**src/common/dig_pkg.sv**
```systemverilog
package dig_pkg;

  // apb register map (byte addresses)
  localparam logic [7:0] CTRL_OFS     = 8'h00;
  localparam logic [7:0] STATUS_OFS   = 8'h04;
  localparam logic [7:0] MSG_OFS      = 8'h08;
  localparam logic [7:0] FEATURE_OFS  = 8'h0c;
  localparam logic [7:0] PTR_OFS      = 8'h10;
  localparam logic [7:0] IN_TYPE_OFS  = 8'h14;

  // control register fields
  localparam int CTRL_MODE_BIT     = 0;
  localparam int CTRL_ADAPT_EN_BIT = 1;
  localparam logic [1:0] CTRL_RESET = 2'h2;

  // status register fields
  localparam int STAT_CODE_LSB   = 0;
  localparam int STAT_VALID_BIT  = 8;
  localparam int STAT_HALT_BIT   = 9;
  localparam int STAT_BLOCK_BIT  = 10;
  localparam int STAT_STRAP_BIT  = 11;

  // message register fields (write-one pulses)
  localparam int MSG_STARTUP_BIT  = 0;
  localparam int MSG_INIT_AP_BIT  = 1;
  localparam int MSG_INIT_BSP_BIT = 2;

  // feature byte 1 position inside the feature word
  localparam int FEAT_BYTE1_LSB = 8;

  // input 0 delivery type, reset value and the external-vector code
  localparam logic [1:0] IN_TYPE_RESET  = 2'h0;
  localparam logic [1:0] TYPE_EXT_VECTOR = 2'h3;

  // default configuration codes
  localparam logic [7:0] CODE_MIN       = 8'h01;
  localparam logic [7:0] CODE_MAX       = 8'h07;
  localparam logic [7:0] CODE_EISA_NO   = 8'h02;
  localparam logic [7:0] CODE_MCA_DISC  = 8'h04;
  localparam logic [7:0] CODE_INTEG_MIN = 8'h05;
  localparam logic [7:0] CODE_MCA_INTEG = 8'h07;

  // io controller input positions
  localparam int IN_TIMER = 2;
  localparam int IN_CHAIN = 13;

  // fixed decode bases, 4 KiB windows
  localparam logic [31:0] LOCAL_BASE = 32'hfee0_0000;
  localparam logic [31:0] IO_BASE    = 32'hfec0_0000;
  localparam int          WIN_BITS   = 12;

  // local controller identifiers
  localparam logic [3:0] BSP_ID = 4'h0;
  localparam logic [3:0] AP_ID  = 4'h1;

  // level-to-edge pulse width
  localparam int CLK_PERIOD_NS   = 40;
  localparam int EDGE_PULSE_NS   = 80;
  localparam int EDGE_PULSE_CYC_I = (EDGE_PULSE_NS + CLK_PERIOD_NS - 1) / CLK_PERIOD_NS;
  localparam logic [2:0] EDGE_PULSE_CYC = 3'(EDGE_PULSE_CYC_I);

  typedef enum logic {MODE_LEGACY, MODE_BYPASS_WIRE} dig_mode_e;

  // acknowledge cycle inputs from the processor bus side
  typedef struct packed {
    logic       cycle;
    logic       external_ack_select;
    logic       processor_irq_out;
    logic [7:0] pic_vector;
    logic [7:0] ctrl_vector;
    logic       ctrl_ready;
    logic       ext_ready;
  } dig_ack_in_s;

  // acknowledge cycle outputs
  typedef struct packed {
    logic       pic_ack;
    logic [7:0] vector;
    logic       cpu_ready;
    logic       blocked;
  } dig_ack_out_s;

  // per-processor local pin bundle
  typedef struct packed {
    logic local_pin0;
    logic local_pin1;
    logic sys_mgmt_irq_n;
    logic soft_init;
  } dig_cpu_pins_s;

endpackage

```
**src/hdl/dig_level_to_edge_adapter.sv**
```systemverilog
// Summary of operation
// - ack cycle vector steered by external select
// - select low with irq: ack never reaches PIC
// - ready from bus logic when select active
// - PIC level request becomes edge pulse
// - codes one to seven valid, rest reserved
// - code two drops timer and chaining inputs
// - MCA codes invert io inputs one to fifteen
// - local identifiers consecutive from zero
// - fixed decode bases for both controllers
// - power-on mode legacy or bypass wire
// - AP halts until start-up message
// - non-halting AP held off boot firmware
// - strap switches local pins, smi, soft init
// - local pins share irq and nmi pins
// - targeted init leaves shared pin alone
// - external-vector type takes PIC vector
`timescale 1ns/1ps

module dig_level_to_edge_adapter (
  input  wire logic                  pclk,
  input  wire logic                  presetn,
  input  wire logic                  psel,
  input  wire logic                  penable,
  input  wire logic                  pwrite,
  input  wire logic [7:0]            paddr,
  input  wire logic [31:0]           pwdata,
  output logic      [31:0]           prdata,
  output logic                       pready,
  output logic                       pslverr,
  input  wire logic [7:0]            cfg_code_in,
  input  wire logic                  local_ctrl_enable_strap,
  input  wire dig_pkg::dig_ack_in_s  ack_in,
  output dig_pkg::dig_ack_out_s      ack_out,
  input  wire logic                  pic_irq_out,
  input  wire logic                  nmi_in,
  input  wire logic                  sys_mgmt_irq_n_in,
  input  wire logic                  sys_init_in,
  input  wire logic                  processor_reset_out,
  input  wire logic                  ap_halts_itself,
  input  wire logic [15:0]           irq_lines,
  output logic      [15:0]           io_ctrl_inputs,
  output logic                       local_input0,
  input  wire logic [31:0]           cpu_addr,
  output logic                       local_ctrl_sel,
  output logic                       io_ctrl_sel,
  output logic      [3:0]            boot_processor_id,
  output logic      [3:0]            application_processor_id,
  output dig_pkg::dig_cpu_pins_s     boot_processor_pins,
  output dig_pkg::dig_cpu_pins_s     application_processor_pins,
  output logic                       local_ctrl_enable,
  output logic                       hard_reset_out,
  output logic                       application_processor_run
);

  typedef enum logic {AP_HALTED, AP_RUNNING} dig_ap_e;

  logic [7:0]        code_reg;
  logic              code_valid_reg;
  logic              code_taken_reg;
  logic              strap_reg;
  logic [1:0]        ctrl_reg;
  logic [1:0]        in_type_reg;
  logic              startup_pulse;
  logic              init_ap_pulse;
  logic              init_bsp_pulse;
  dig_ap_e           ap_state_reg;
  logic              irq_d_reg;
  logic              ack_d_reg;
  logic [2:0]        edge_cnt_reg;
  logic              edge_out_reg;
  logic              adapt_en;
  logic              block_reg;
  logic [7:0]        vector_reg;
  logic              ext_sel_eff;
  logic              integrated;
  logic              mca_code;
  logic              soft_init_src;
  logic              wr_en;
  logic              rd_en;
  logic              addr_ok;
  logic [31:0]       rd_word;
  dig_pkg::dig_mode_e mode;

  function automatic logic in_window(input logic [31:0] a, input logic [31:0] base);
    in_window = (a[31:dig_pkg::WIN_BITS] == base[31:dig_pkg::WIN_BITS]);
  endfunction

  function automatic logic code_ok(input logic [7:0] c);
    code_ok = (c >= dig_pkg::CODE_MIN) && (c <= dig_pkg::CODE_MAX);
  endfunction

  // configuration code and strap, caught on the first edge after release
  always_ff @(posedge pclk or negedge presetn) begin
    if (!presetn) begin
      code_reg       <= 8'h00;
      code_valid_reg <= 1'b0;
      code_taken_reg <= 1'b0;
      strap_reg      <= 1'b0;
    end else if (!code_taken_reg) begin
      code_taken_reg <= 1'b1;
      code_reg       <= cfg_code_in;
      code_valid_reg <= code_ok(cfg_code_in);
      strap_reg      <= local_ctrl_enable_strap;
    end
  end

  assign integrated = code_valid_reg && (code_reg >= dig_pkg::CODE_INTEG_MIN);
  assign mca_code   = code_valid_reg &&
                      ((code_reg == dig_pkg::CODE_MCA_DISC) ||
                       (code_reg == dig_pkg::CODE_MCA_INTEG));
  assign mode       = dig_pkg::dig_mode_e'(ctrl_reg[dig_pkg::CTRL_MODE_BIT]);
  // adapter enable gates every cycle of the pulse, not only the first
  assign adapt_en   = ctrl_reg[dig_pkg::CTRL_ADAPT_EN_BIT];

  // apb slave, zero wait states
  assign addr_ok = (paddr == dig_pkg::CTRL_OFS)    || (paddr == dig_pkg::STATUS_OFS) ||
                   (paddr == dig_pkg::MSG_OFS)     || (paddr == dig_pkg::FEATURE_OFS) ||
                   (paddr == dig_pkg::PTR_OFS)     || (paddr == dig_pkg::IN_TYPE_OFS);
  assign wr_en   = psel && penable && pwrite && addr_ok;
  assign rd_en   = psel && penable && !pwrite;
  assign pready  = 1'b1;
  assign pslverr = psel && penable && !addr_ok;

  always_ff @(posedge pclk or negedge presetn) begin
    if (!presetn) begin
      ctrl_reg    <= dig_pkg::CTRL_RESET;
      in_type_reg <= dig_pkg::IN_TYPE_RESET;
    end else if (wr_en) begin
      if (paddr == dig_pkg::CTRL_OFS) begin
        ctrl_reg <= pwdata[1:0];
      end
      if (paddr == dig_pkg::IN_TYPE_OFS) begin
        in_type_reg <= pwdata[1:0];
      end
    end
  end

  // message pulses, one cycle per accepted write
  always_ff @(posedge pclk or negedge presetn) begin
    if (!presetn) begin
      startup_pulse  <= 1'b0;
      init_ap_pulse  <= 1'b0;
      init_bsp_pulse <= 1'b0;
    end else begin
      startup_pulse  <= wr_en && (paddr == dig_pkg::MSG_OFS) &&
                        pwdata[dig_pkg::MSG_STARTUP_BIT];
      init_ap_pulse  <= wr_en && (paddr == dig_pkg::MSG_OFS) &&
                        pwdata[dig_pkg::MSG_INIT_AP_BIT];
      init_bsp_pulse <= wr_en && (paddr == dig_pkg::MSG_OFS) &&
                        pwdata[dig_pkg::MSG_INIT_BSP_BIT];
    end
  end

  always_comb begin
    rd_word = 32'h0000_0000;
    case (paddr)
      dig_pkg::CTRL_OFS: begin
        rd_word[1:0] = ctrl_reg;
      end
      dig_pkg::STATUS_OFS: begin
        rd_word[dig_pkg::STAT_CODE_LSB +: 8] = code_reg;
        rd_word[dig_pkg::STAT_VALID_BIT]     = code_valid_reg;
        rd_word[dig_pkg::STAT_HALT_BIT]      = (ap_state_reg == AP_HALTED);
        rd_word[dig_pkg::STAT_BLOCK_BIT]     = block_reg;
        rd_word[dig_pkg::STAT_STRAP_BIT]     = strap_reg;
      end
      dig_pkg::FEATURE_OFS: begin
        rd_word[dig_pkg::FEAT_BYTE1_LSB +: 8] = code_reg;
      end
      dig_pkg::PTR_OFS: begin
        rd_word = 32'h0000_0000;
      end
      dig_pkg::IN_TYPE_OFS: begin
        rd_word[1:0] = in_type_reg;
      end
      default: begin
        rd_word = 32'h0000_0000;
      end
    endcase
  end

  always_ff @(posedge pclk or negedge presetn) begin
    if (!presetn) begin
      prdata <= 32'h0000_0000;
    end else if (psel && !penable && !pwrite) begin
      prdata <= rd_word;
    end else if (rd_en) begin
      prdata <= prdata;
    end else begin
      prdata <= 32'h0000_0000;
    end
  end

  // acknowledge trap
  assign ext_sel_eff = ack_in.external_ack_select ||
                       (in_type_reg == dig_pkg::TYPE_EXT_VECTOR);

  always_ff @(posedge pclk or negedge presetn) begin
    if (!presetn) begin
      block_reg <= 1'b0;
    end else if (ack_in.processor_irq_out && !ext_sel_eff) begin
      block_reg <= 1'b1;
    end else if (ext_sel_eff) begin
      // sticky until ext_sel_eff goes high, which clears it with or without an ack cycle
      block_reg <= 1'b0;
    end
  end

  always_ff @(posedge pclk or negedge presetn) begin
    if (!presetn) begin
      vector_reg <= 8'h00;
    end else if (ack_in.cycle) begin
      vector_reg <= ext_sel_eff ? ack_in.pic_vector : ack_in.ctrl_vector;
    end
  end

  always_comb begin
    ack_out.pic_ack   = ack_in.cycle && ext_sel_eff && !block_reg;
    ack_out.vector    = vector_reg;
    ack_out.blocked   = block_reg;
    ack_out.cpu_ready = ack_in.ctrl_ready;
    if (ack_in.cycle && ext_sel_eff) begin
      ack_out.cpu_ready = ack_in.ext_ready;
    end
  end

  // level-to-edge adapter: pulse on rise, re-pulse after ack if still high
  always_ff @(posedge pclk or negedge presetn) begin
    if (!presetn) begin
      irq_d_reg    <= 1'b0;
      ack_d_reg    <= 1'b0;
      edge_cnt_reg <= 3'h0;
      edge_out_reg <= 1'b0;
    end else begin
      irq_d_reg <= pic_irq_out;
      ack_d_reg <= ack_out.pic_ack;
      if ((pic_irq_out && !irq_d_reg) ||
          (ack_d_reg && !ack_out.pic_ack && pic_irq_out)) begin
        edge_cnt_reg <= dig_pkg::EDGE_PULSE_CYC;
        edge_out_reg <= adapt_en;
      end else if (edge_cnt_reg != 3'h0) begin
        edge_cnt_reg <= edge_cnt_reg - 3'h1;
        edge_out_reg <= adapt_en && (edge_cnt_reg != 3'h1);
      end else begin
        edge_out_reg <= 1'b0;
      end
    end
  end

  assign local_input0 = edge_out_reg;

  // io controller input wiring by configuration code
  always_comb begin
    io_ctrl_inputs    = irq_lines;
    io_ctrl_inputs[0] = edge_out_reg;
    if (mca_code) begin
      io_ctrl_inputs[15:1] = ~irq_lines[15:1];
    end
    if (code_valid_reg && (code_reg == dig_pkg::CODE_EISA_NO)) begin
      io_ctrl_inputs[dig_pkg::IN_TIMER] = 1'b0;
      io_ctrl_inputs[dig_pkg::IN_CHAIN] = 1'b0;
    end
    // input 0 left unconnected on the mca integrated variant
    if (code_reg == dig_pkg::CODE_MCA_INTEG) begin
      io_ctrl_inputs[0] = 1'b0;
    end
    if (!code_valid_reg) begin
      io_ctrl_inputs = 16'h0000;
    end
  end

  // fixed decode and identifiers
  assign local_ctrl_sel           = in_window(cpu_addr, dig_pkg::LOCAL_BASE);
  assign io_ctrl_sel              = in_window(cpu_addr, dig_pkg::IO_BASE);
  assign boot_processor_id        = dig_pkg::BSP_ID;
  assign application_processor_id = dig_pkg::AP_ID;

  // reset-out steering
  assign soft_init_src  = sys_init_in || (integrated && processor_reset_out);
  assign hard_reset_out = !integrated && processor_reset_out;

  // application processor halt control
  always_ff @(posedge pclk or negedge presetn) begin
    if (!presetn) begin
      ap_state_reg <= AP_HALTED;
    end else begin
      case (ap_state_reg)
        AP_HALTED: begin
          if (startup_pulse && !soft_init_src && !init_ap_pulse) begin
            ap_state_reg <= AP_RUNNING;
          end
        end
        AP_RUNNING: begin
          if (soft_init_src || init_ap_pulse || hard_reset_out) begin
            ap_state_reg <= AP_HALTED;
          end
        end
        default: begin
          ap_state_reg <= AP_HALTED;
        end
      endcase
    end
  end

  // self-halting parts run freely; others are held off until started
  assign application_processor_run = ap_halts_itself ||
                                     (ap_state_reg == AP_RUNNING);

  // local pins, cross-connected to both processors only with the strap set in bypass wire mode
  assign local_ctrl_enable = strap_reg;

  always_comb begin
    boot_processor_pins.local_pin0     = pic_irq_out;
    boot_processor_pins.local_pin1     = nmi_in;
    boot_processor_pins.sys_mgmt_irq_n = sys_mgmt_irq_n_in;
    boot_processor_pins.soft_init      = soft_init_src;
    application_processor_pins         = boot_processor_pins;
    if (strap_reg) begin
      // legacy mode keeps pic irq and nmi off the ap
      if (mode == dig_pkg::MODE_LEGACY) begin
        application_processor_pins.local_pin0 = 1'b0;
        application_processor_pins.local_pin1 = 1'b0;
      end else begin
        boot_processor_pins.local_pin0        = edge_out_reg;
        application_processor_pins.local_pin0 = edge_out_reg;
      end
    end else begin
      application_processor_pins.sys_mgmt_irq_n = 1'b1;
      application_processor_pins.soft_init      = 1'b0;
      application_processor_pins.local_pin0     = 1'b0;
      application_processor_pins.local_pin1     = 1'b0;
    end
  end

  // targeted init: internal halt only for AP, bsp request is left unused
  logic unused_bsp_init;
  assign unused_bsp_init = init_bsp_pulse;

endmodule // dig_level_to_edge_adapter

```
**config.mk**
```make
export PLATFORM = sky130hd
export DESIGN_NAME = dig_level_to_edge_adapter
export DESIGN_NICKNAME = d
export VERILOG_FILES = /design/src/common/dig_pkg.sv /design/src/hdl/dig_level_to_edge_adapter.sv
export SDC_FILE = /design/constraint.sdc
export NUM_CORES = 1
export LEC_CHECK = 0
export ABC_AREA = 1
export BUFFER_PORTS_ARGS = -buffer_cell sky130_fd_sc_hd__buf_2
export CAP_MARGIN = 20
export CORE_UTILIZATION = 40
export CTS_CLUSTER_SIZE = 24
export DETAILED_ROUTE_END_ITERATION = 8
export PLACE_DENSITY_LB_ADDON = 0.1
export SLEW_MARGIN = 30
export SYNTH_ARGS = -nofsm -noshare
export SYNTH_HDL_FRONTEND = slang
export SYNTH_SLANG_ARGS = --single-unit
```
**constraint.sdc**
```tcl
create_clock -name pclk -period 2.95 [get_ports pclk]
set_clock_uncertainty 0.05 [all_clocks]
set_input_delay 0.1475 -clock pclk [delete_from_list [all_inputs] [get_ports pclk]]
set_output_delay 0.1475 -clock pclk [all_outputs]
set_load 0.1 [all_outputs]
```
==> qor.yml, run 1 <==
insertion_delay_ns: 0.31
finalNetCount: 658
via_count: 2810
layout_setup_ws_ns: 0.523
grt_setup_unrepaired: "no"
swShare_pct: 42.7
synth_top_family_by_area: "simple AND/OR/NAND/NOR gates"
critical_path_class: "reg2out"
power_frac_seq_pct: 41.3
tightest_slew_ns: 0.617
final_cell_mix: "buf_2 (142), nand2_1 (86), nor2_1 (57), dfrtp_1 (48), inv_1 (38)"
powerDensity_nw_per_um2: 495
critical_path_buf_inv_count: 3
drtIter0Drc: 101
use_met3_pct: 3.89
met1_usage_pct: 23.5
crit_path_start_kind: "register"
clk_pin_slew_ns: 0.09
gp_congestion: 0.766
cts_tree: "done"
cts_setup_buffers: 0
die_h_um: 87.0
grt_util_all_layers_pct: 18.7
grtUsageMet2_pct: 32.8
yosys.area.top_type: "dfrtp_1"
cap_violations: 0
r2r_slack_ns: 1.48
area_delta_synth_final_pct: 27.4
numPortBuffers: 143
grt-busiest-layer: "met2"
core_area_um2: 6910
r2r_end: "local_input0$_DFF_PN0_"
wire_per_inst_um: 11.1
dp_slack_ns: 0.862
finalCritPeriodShare_pct: 82.3
viasPerCell: 4.51
status: "completed"
pwr-share-comb_pct: 36.6
h-tree-depth: 2
place_hpwl_mm: 5.61
syn_area_um2: 2890
rows: 30
synthCells: 386
path_delay_family: "buffers and inverters"
vdd_drop_max_mv: 0.296
synth.top_cell.area_share_pct: 41.5
final_common_cell: "buf_2"
dr.pass1.iters: 4
die_w_um: 87.0
critical_path_arrival_ns: 2.23
cts.path.max_buffers: 2
overflow: 0
synthMuxAreaShare_pct: 0
ys_seq_elements: 49
antenna_left: 0
cts_root_buf: "clkbuf_8"
yosys.area_share.simple_pct: 29.7
p_int_w: 0.00104
cts-buffers-inserted: 5
grt_first_pass_wirelength_mm: 11.2
min_to: "block_reg$_DFFE_PN0P_"
ys.warnings.count: 0
setup_viol: 0
ctsResizeCount: 0
start_util_pct: 41.9
finalMaxSlewViolations: 0
synth_cell_type_count: 35
crit_chain: "inv_1, a21oi_2, nand2_2, inv_2, nor2_1, a21oi_1, buf_2"
p_switching_w: 0.000778
r2r_cells: 6
post-route-min-period_ns: 2.43
fin_tns_setup_ns: 0
grt_pass1_vias: 2546
clkPwrFrac_pct: 22.1
drive_above_1_share_pct: 32.4
synthTopCellsByArea: "dfrtp_1 (42%), nand2_1 (11%), buf_4 (7.5%), nor2_1 (7.4%), nand3_1 (5.7%)"
max_freq_ghz: 0.412
synth_compound_area_share_pct: 11.2
antenna_cells: 0
synth_xor_area_share_pct: 0.909
ys_seq_area_share_pct: 42.4
cts.sinks: 49
cp_slowest_cell: "dfrtp_1"
hold_depth: 3
hold_viol: 0
postSynthAreaPerCell_um2: 7.49
cts_hold_buf: 3
r2r-start: "in_type_reg[1]$_DFFE_PN0P_"
min_from: "ack_in[18]"
ios: 212
cellLeakagePower_nw: 2.05
cp.required_ns: 2.75
hp-class: "in2reg"
largest_reg_flops: 16
dieArea_um2: 7570
wl_mm: 6.93
max_stage_delay_ns: 0.58
route.detailed.drc: 0
antenna_found_initial: 0
synth_fa_ha_area_share_pct: 1.30
crit_fanout: 16
grt_max_degree: 50
slew_headroom_pct: 58.9
worst_setup_path_end_kind: "output port"
==> area by class of cell <==
class | count | area, um^2
Inverter | 40 | 150
Multi-Input combinational cell | 284 | 1350
Clock buffer | 8 | 90.1
Tap cell | 96 | 120
Sequential cell | 49 | 1230
Timing Repair Buffer | 146 | 748
Fill cell | 744 | 3220
==> how the worst max path moves through the flow <==
stage / end / slack, ns / cells after the start / startpoint
after global placement: io_ctrl_inputs[5] / 0.91 / 6 / code_valid_reg$_DFFE_PN0N_
after global routing: io_ctrl_inputs[6] / 0.31 / 7 / code_valid_reg$_DFFE_PN0N_
after CTS: io_ctrl_inputs[6] / 0.51 / 7 / code_valid_reg$_DFFE_PN0N_
after floorplan: application_processor_pins[0] / 0.18 / 2 / local_ctrl_enable$_DFFE_PN0N_
final: io_ctrl_inputs[6] / 0.52 / 7 / code_valid_reg$_DFFE_PN0N_
after detailed placement: io_ctrl_inputs[6] / 0.86 / 7 / code_valid_reg$_DFFE_PN0N_
==> synth_stat cells, drive strengths merged <==
cell type and n:
dfrtp 48, nor3 4, conb 2, xor2 3, o21a 1, buf 36, and2 1, nand3b 1
a31oi 9, ha 3, or2 2, inv 40, a21oi 11, nand2 87, nand3 35, and3 1
nor2 61, o21bai 1, nand4 5, o22ai 1, o21ai 32, clkbuf 1, dfstp 1
==> worst min-delay path, cell delays in order <==
cell,delay [ns]
buf_2,0.07
nor2_1,0.03
nor2_1,0.08
==> per-layer routing <==
layer,wire (um),vias up
li1,-,1458
met1,2970,1261
met4,60,0
met2,3520,83
met3,384,8
met5,0,-
==> metrics by stage <==
| step | power, W | util, % | cells | instance area (um^2) | hold WS, ns |
|---|---|---|---|---|---|
| 2_1_floorplan | 0.00131 | - | 410 | 2990 | -0.198 |
| 3_3_place_gp | 0.00141 | 51.6 | 612 | 3560 | 0.256 |
| 3_5_place_dp | 0.00143 | 51.6 | 612 | 3560 | 0.159 |
| 4_1_cts | 0.00184 | 53.3 | 623 | 3680 | 0.0131 |
| 5_1_grt | 0.00191 | 53.3 | 623 | 3680 | 0.0235 |
| 6_report | 0.00182 | 53.3 | 623 | 3680 | 0.0141 |
==> power by group through the flow <==
stage	clock, W	sequential, W	combinational (W)
final	0.000403	0.000753	0.000666
after global routing	0.000437	0.000760	0.000718
after CTS	0.000414	0.000753	0.000670
after detailed placement	0	0.000765	0.000664
after global placement	0	0.000764	0.000651
after floorplan	0	0.000851	0.000458
==> logic make-up after synthesis <==
family,Yosys count
AND/OR/NAND/NOR,197
buffers and inverters,77
AO/OA/AOI/OAI,55
flip-flops,49
XOR/XNOR,3
adder cells (fa/ha/maj),3
other,2
No activity file was read; power rests on OpenSTA's default activity.
==> run 2, diff against run 1 <==
Clock period 2.95 ns to 2.33 ns, I/O delays scaled along.
==> run 2 against run 1 <==
Final cell count increased by 2.2%. Wire length increased by 7.6%. Largest power group unchanged. Via count increased by 4.1%. Combinational power increased by 33%. Highest routed layer unchanged. Largest cell class unchanged. Critical path depth decreased by 1.
==> qor.yml, run 2 (same netlist as run 1, synthesis figures left out) <==
postPlaceCellArea_um2: 3720  # was 3560 um^2
finalCritPeriodShare_pct: 92.0
final_cell_mix: "buf_2 (137), nand2_1 (85), nor2_1 (55), dfrtp_1 (48), inv_1 (38)"  # was buf_2 (142), nand2_1 (86), nor2_1 (57), dfrtp_1 (48), inv_1 (38)
swShare_pct: 43.4  # was 42.7%
pwr-share-comb_pct: 37.7  # was 36.6%
max_freq_ghz: 0.467
register_area_um2: 1230  # unchanged
ios: 212  # unchanged
grt_max_degree: 22  # was 50
p_switching_w: 0.00102  # was 0.000778 W
core_area_um2: 6910  # unchanged
start_util_pct: 41.9  # unchanged
overflow: 0  # unchanged
grt_pass1_vias: 2633  # was 2546
worst_setup_path_end_kind: "output port"  # unchanged
place_hpwl_mm: 6.00  # was 5.61 mm
status: "completed"  # unchanged
viasPerCell: 4.59  # was 4.51
vdd_drop_max_mv: 0.315  # was 0.296 mV
crit_fanout: 16  # unchanged
grt_setup_unrepaired: "no"  # unchanged
multi_input_area_um2: 1400  # was 1350 um^2
critical_path_class: "reg2out"  # unchanged
clk_pin_slew_ns: 0.10  # was 0.09 ns
antenna_found_initial: 0  # unchanged
power_frac_seq_pct: 40.6  # was 41.3%
tightest_slew_ns: 0.618  # was 0.617 ns
dieArea_um2: 7570  # unchanged
largest_reg_flops: 16  # unchanged
finalMaxSlewViolations: 0  # unchanged
cp.required_ns: 2.16  # was 2.75 ns
die_h_um: 87.0  # unchanged
rows: 30  # unchanged
slew_headroom_pct: 58.7  # was 58.9%
route.detailed.drc: 0  # unchanged
via_count: 2925  # was 2810
grt_first_pass_wirelength_mm: 11.8  # was 11.2 mm
finalNetCount: 672  # was 658
gp_congestion: 0.766  # about the same
cts_setup_buffers: 0  # unchanged
final_common_cell: "buf_2"  # unchanged
setup_viol: 0  # unchanged
hp-class: "in2reg"  # unchanged
cts.path.max_buffers: 2  # unchanged
cts_root_buf: "clkbuf_8"  # unchanged
antenna_left: 0  # unchanged
clkPwrFrac_pct: 21.7  # was 22.1%
cts_tree: "done"  # unchanged
stdcell_area_um2: 3960  # was 3680 um^2
antenna_cells: 0  # unchanged
numPortBuffers: 143  # unchanged
drtIter0Drc: 141  # was 101
insertion_delay_ns: 0.31  # about the same
cap_violations: 0  # unchanged
p_int_w: 0.00133  # was 0.00104 W
crit_path_start_kind: "register"  # unchanged
wl_mm: 7.46  # was 6.93 mm
hold_viol: 0  # unchanged
critical_path_arrival_ns: 1.98  # was 2.23 ns
powerDensity_nw_per_um2: 594  # was 495 nW/um^2
n_fill_cell: 701  # was 744
area_delta_synth_final_pct: 36.8  # was 27.4%
h-tree-depth: 2  # unchanged
grt_util_all_layers_pct: 20.2  # was 18.7%
hold-worst-slack_ns: 0.00247  # was 0.0141 ns
post-route-min-period_ns: 2.14
dr.pass1.iters: 4  # unchanged
cts.sinks: 49  # unchanged
drive_above_1_share_pct: 34.6  # was 32.4%
cts-buffers-inserted: 5  # unchanged
die_w_um: 87.0  # unchanged
cellLeakagePower_nw: 2.15  # was 2.05 nW
wire_per_inst_um: 11.7  # was 11.1 um
## run 2: changes by cell type in the layout (fill, tap and decap cells not counted), moves of 5 or more
cell / change
a21oi_1: -7
a21oi_2: +7
buf_12: +6
buf_2: -5
dlygate4sd3_1: +11
## run 2: per-layer routing
layer  GRT usage [%]  wire [um]  vias up
met5               0          0        -
met4            3.64         53        0
met3            3.98        554        6
met2            37.2       3720      129
met1            24.7       3130     1303
li1                -          -     1487
## run 2: path summary, 6_finish.rpt
kind / from / endpoint / slack [ns] / cells past startpoint
max in group asynchronous: presetn / ctrl_reg[1]$_DFFE_PN1P_ / 1.37 / 3
hold / removal: cfg_code_in[1] / code_reg[1]$_DFFE_PN0N_ / 0.002 / 3
min in group asynchronous: presetn / prdata[4]$_DFFE_PN0P_ / 0.23 / 2
hold reg to reg: prdata[0]$_DFFE_PN0P_ / prdata[0]$_DFFE_PN0P_ / 0.44 / 2
setup reg to reg: in_type_reg[1]$_DFFE_PN0P_ / vector_reg[7]$_DFFE_PN0P_ / 0.43 / 6
setup / recovery: code_reg[7]$_DFFE_PN0N_ / io_ctrl_inputs[1] / 0.19 / 6
## run 2: repair_timing
action                                  4_1_cts  5_1_grt
hold buffers                                 14        0
endpoints found under the setup margin        0        7
resized for setup                             0        2
hold endpoints to repair                     31        0
## run 2: layout make-up
type | instances | area share, %
multi-input cells | 284 | 35.4
flip-flops and latches | 49 | 31.0
repair buffers | 160 | 24.5
inverters | 40 | 3.80
well taps | 96 | 3.04
clock buffers | 5 | 1.74
clock inverters | 3 | 0.538
## run 2: stage by stage
step                      util, %  setup WS [ns]  setup TNS (ns)  total power, W  instances
final                        57.3          0.186               0         0.00235        637
after global routing         57.3         0.0621               0         0.00247        637
after CTS                    57.2         0.0720               0         0.00237        637
after detailed placement     53.8          0.407               0         0.00184        615
after global placement       53.8          0.436               0         0.00182        615
after floorplan                 -         -0.401           -1.01         0.00166        410
## run 2: critical path, cell delays in order, from the launching register on
cell and delay [ns]:
dfrtp_1 0.42, nor2_1 0.16, nand2_1 0.12, nor2_1 0.20, nand2_4 0.18, o21ai_2 0.15
buf_2 0.44
## run 2: power by group through the flow
stage | Clock, W | Combinational [W] | Sequential (W)
6_report | 0.000510 | 0.000886 | 0.000953
2_1_floorplan | 0 | 0.000586 | 0.00108
4_1_cts | 0.000530 | 0.000891 | 0.000953
5_1_grt | 0.000557 | 0.000956 | 0.000961
3_5_place_dp | 0 | 0.000870 | 0.000968
3_3_place_gp | 0 | 0.000857 | 0.000966
==> run 3, diff against run 2 <==
Settings changed: CORE_UTILIZATION 40 to 41.
==> run 3 against run 2 <==
Critical endpoint is now io_ctrl_inputs[9]. Count of clock-buffer cells in the layout increased by 2. Clock power up 22%. Register-to-register slack improved by 0.54 ns.
==> qor.yml, run 3 (same netlist as run 1, synthesis figures left out) <==
crit_path_start_kind: "register"  # unchanged
finalNetCount: 666  # was 672
max_stage_delay_ns: 0.44  # about the same
p_int_w: 0.00146  # was 0.00133 W
antenna_found_initial: 0  # unchanged
path_delay_family: "simple AND/OR/NAND/NOR gates"  # unchanged
insertion_delay_ns: 0.29  # was 0.31 ns
r2r_cells: 6  # unchanged
hold_viol: 0  # unchanged
core_area_um2: 6790  # was 6910 um^2
dr.pass1.iters: 4  # unchanged
status: "completed"  # unchanged
cts-buffers-inserted: 5  # unchanged
cp.required_ns: 2.16  # about the same
crit_path_start: "code_reg[5]$_DFFE_PN0N_"  # was code_reg[7]$_DFFE_PN0N_
gp_congestion: 0.771  # was 0.766
r2r_end: "vector_reg[4]$_DFFE_PN0P_"  # was vector_reg[7]$_DFFE_PN0P_
hp-class: "in2reg"  # unchanged
wire_per_inst_um: 11.1  # was 11.7 um
rows: 30  # unchanged
final_cell_mix: "buf_2 (137), nand2_1 (85), nor2_1 (55), dfrtp_1 (48), inv_1 (38)"  # unchanged
min_from: "ack_in[7]"  # was cfg_code_in[1]
grt_pass1_vias: 2513  # was 2633
crit_top_cell: "nor2_1"  # unchanged
ios: 212  # unchanged
start_util_pct: 42.6  # was 41.9%
critical_path_buf_inv_count: 1  # unchanged
place_hpwl_mm: 5.58  # was 6.00 mm
grt_first_pass_wirelength_mm: 11.3  # was 11.8 mm
swShare_pct: 40.5  # was 43.4%
die_w_um: 86.0  # was 87.0 um
crit_chain: "nor2_1, nand2_1, nor2_1, nand2_2, o21ai_2, buf_2"  # was nor2_1, nand2_1, nor2_1, nand2_4, o21ai_2, buf_2
r2r_slack_ns: 0.97  # was 0.43 ns
route.detailed.drc: 0  # unchanged
clk_pin_slew_ns: 0.09  # was 0.10 ns
worst_setup_path_end_kind: "output port"  # unchanged
hold_depth: 3  # unchanged
grt_setup_unrepaired: "no"  # unchanged
grt_max_degree: 50  # was 22
power.total_w: 0.00245  # was 0.00235 W
cts.sinks: 49  # unchanged
via_count: 2854  # was 2925
critical_path_arrival_ns: 2.03  # was 1.98 ns
clkPwrFrac_pct: 25.4  # was 21.7%
dieArea_um2: 7390  # was 7570 um^2
cts_root_buf: "clkbuf_8"  # unchanged
drtIter0Drc: 143  # was 141
tightest_slew_ns: 0.614  # was 0.618 ns
cp_slowest_cell: "buf_2"  # unchanged
crit_fanout: 16  # unchanged
final_common_cell: "buf_2"  # unchanged
powerDensity_nw_per_um2: 626  # was 594 nW/um^2
final_core_utilization_pct: 57.6  # was 57.3%
h-tree-depth: 2  # unchanged
overflow: 0  # unchanged
largest_reg_flops: 16  # unchanged
p_switching_w: 0.000993  # was 0.00102 W
r2r-start: "in_type_reg[1]$_DFFE_PN0P_"  # unchanged
viasPerCell: 4.52  # was 4.59
drive_above_1_share_pct: 34.8  # was 34.6%
grt_util_all_layers_pct: 19.2  # was 20.2%
die_h_um: 86.0  # was 87.0 um
antenna_left: 0  # unchanged
min_to: "vector_reg[5]$_DFFE_PN0P_"  # was code_reg[1]$_DFFE_PN0N_
cellLeakagePower_nw: 2.13  # was 2.15 nW
area_delta_synth_final_pct: 35.4  # was 36.8%
wl_mm: 6.98  # was 7.46 mm
cap_violations: 0  # unchanged
numPortBuffers: 143  # unchanged
cts_tree: "done"  # unchanged
cts.path.max_buffers: 2  # unchanged
power_frac_seq_pct: 38.7  # was 40.6%
pwr-share-comb_pct: 35.9  # was 37.7%
max_freq_ghz: 0.455  # was 0.467 GHz
finalCritPeriodShare_pct: 94.3  # was 92.0%
antenna_cells: 0  # unchanged
setup_viol: 0  # unchanged
vdd_drop_max_mv: 0.459  # was 0.315 mV
slew_headroom_pct: 59.1  # was 58.7%
finalMaxSlewViolations: 0  # unchanged
critical_path_class: "reg2out"  # unchanged
post-route-min-period_ns: 2.20  # was 2.14 ns
[run 3: stage by stage]
step | setup TNS, ns | setup WS [ns] | hold WS [ns] | area, um^2 | instances
after global placement | 0 | 0.451 | 0.210 | 3720 | 615
after floorplan | -1.01 | -0.401 | -0.229 | 3030 | 410
after global routing | 0 | 0.0155 | 0.00489 | 3920 | 631
final | 0 | 0.132 | 0.00980 | 3920 | 631
after CTS | 0 | 0.0763 | 0.00213 | 3910 | 631
after detailed placement | 0 | 0.413 | 0.210 | 3720 | 615
[run 3: per-layer routing]
metal | part of all wire (%) | vias up | GRT usage [%]
li1 | - | 1472 | -
met1 | 45 | 1281 | 24.3
met2 | 50 | 95 | 34.4
met3 | 4.5 | 6 | 2.98
met4 | 0.90 | 0 | 4.09
met5 | 0 | - | 0
[run 3: layout make-up]
type / instances / area, um^2
fill: 681 / 2880
multi-input combinational: 284 / 1390
sequential: 49 / 1230
timing repair buffer: 154 / 908
inverter: 40 / 150
tap: 96 / 120
clock buffer: 7 / 86.3
clock inverter: 1 / 30.0
[run 3: worst max-delay path by stage]
stage                     cells past startpoint                     end  slack (ns)
final                                         6       io_ctrl_inputs[9]        0.13
after global routing                          8       io_ctrl_inputs[6]        0.02
after CTS                                     7       io_ctrl_inputs[6]        0.08
after detailed placement                      7       io_ctrl_inputs[6]        0.41
after global placement                        7       io_ctrl_inputs[7]        0.45
after floorplan                               2  boot_processor_pins[3]       -0.40
[run 3: what timing repair did]
item | in CTS | in global routing
hold buffers | 8 | 0
endpoints found under the setup margin | 0 | 6
setup buffers | 0 | 0
gates resized for setup | 0 | 1
hold endpoints to repair | 55 | 0
[run 3: worst min-delay path: cells and delay by family]
| kind | cells | cell delay, ns |
|---|---|---|
| compound gates | 1 | 0.06 |
| simple gates | 1 | 0.05 |
| buf+inv | 1 | 0.09 |
[run 3: power by group through the flow]
stage | registers (W) | logic (W) | clock network (W)
floorplan | 0.00108 | 0.000586 | 0
global placement | 0.000965 | 0.000857 | 0
detailed placement | 0.000965 | 0.000872 | 0
CTS | 0.000950 | 0.000884 | 0.000639
global route | 0.000958 | 0.000949 | 0.000667
finish | 0.000949 | 0.000880 | 0.000623
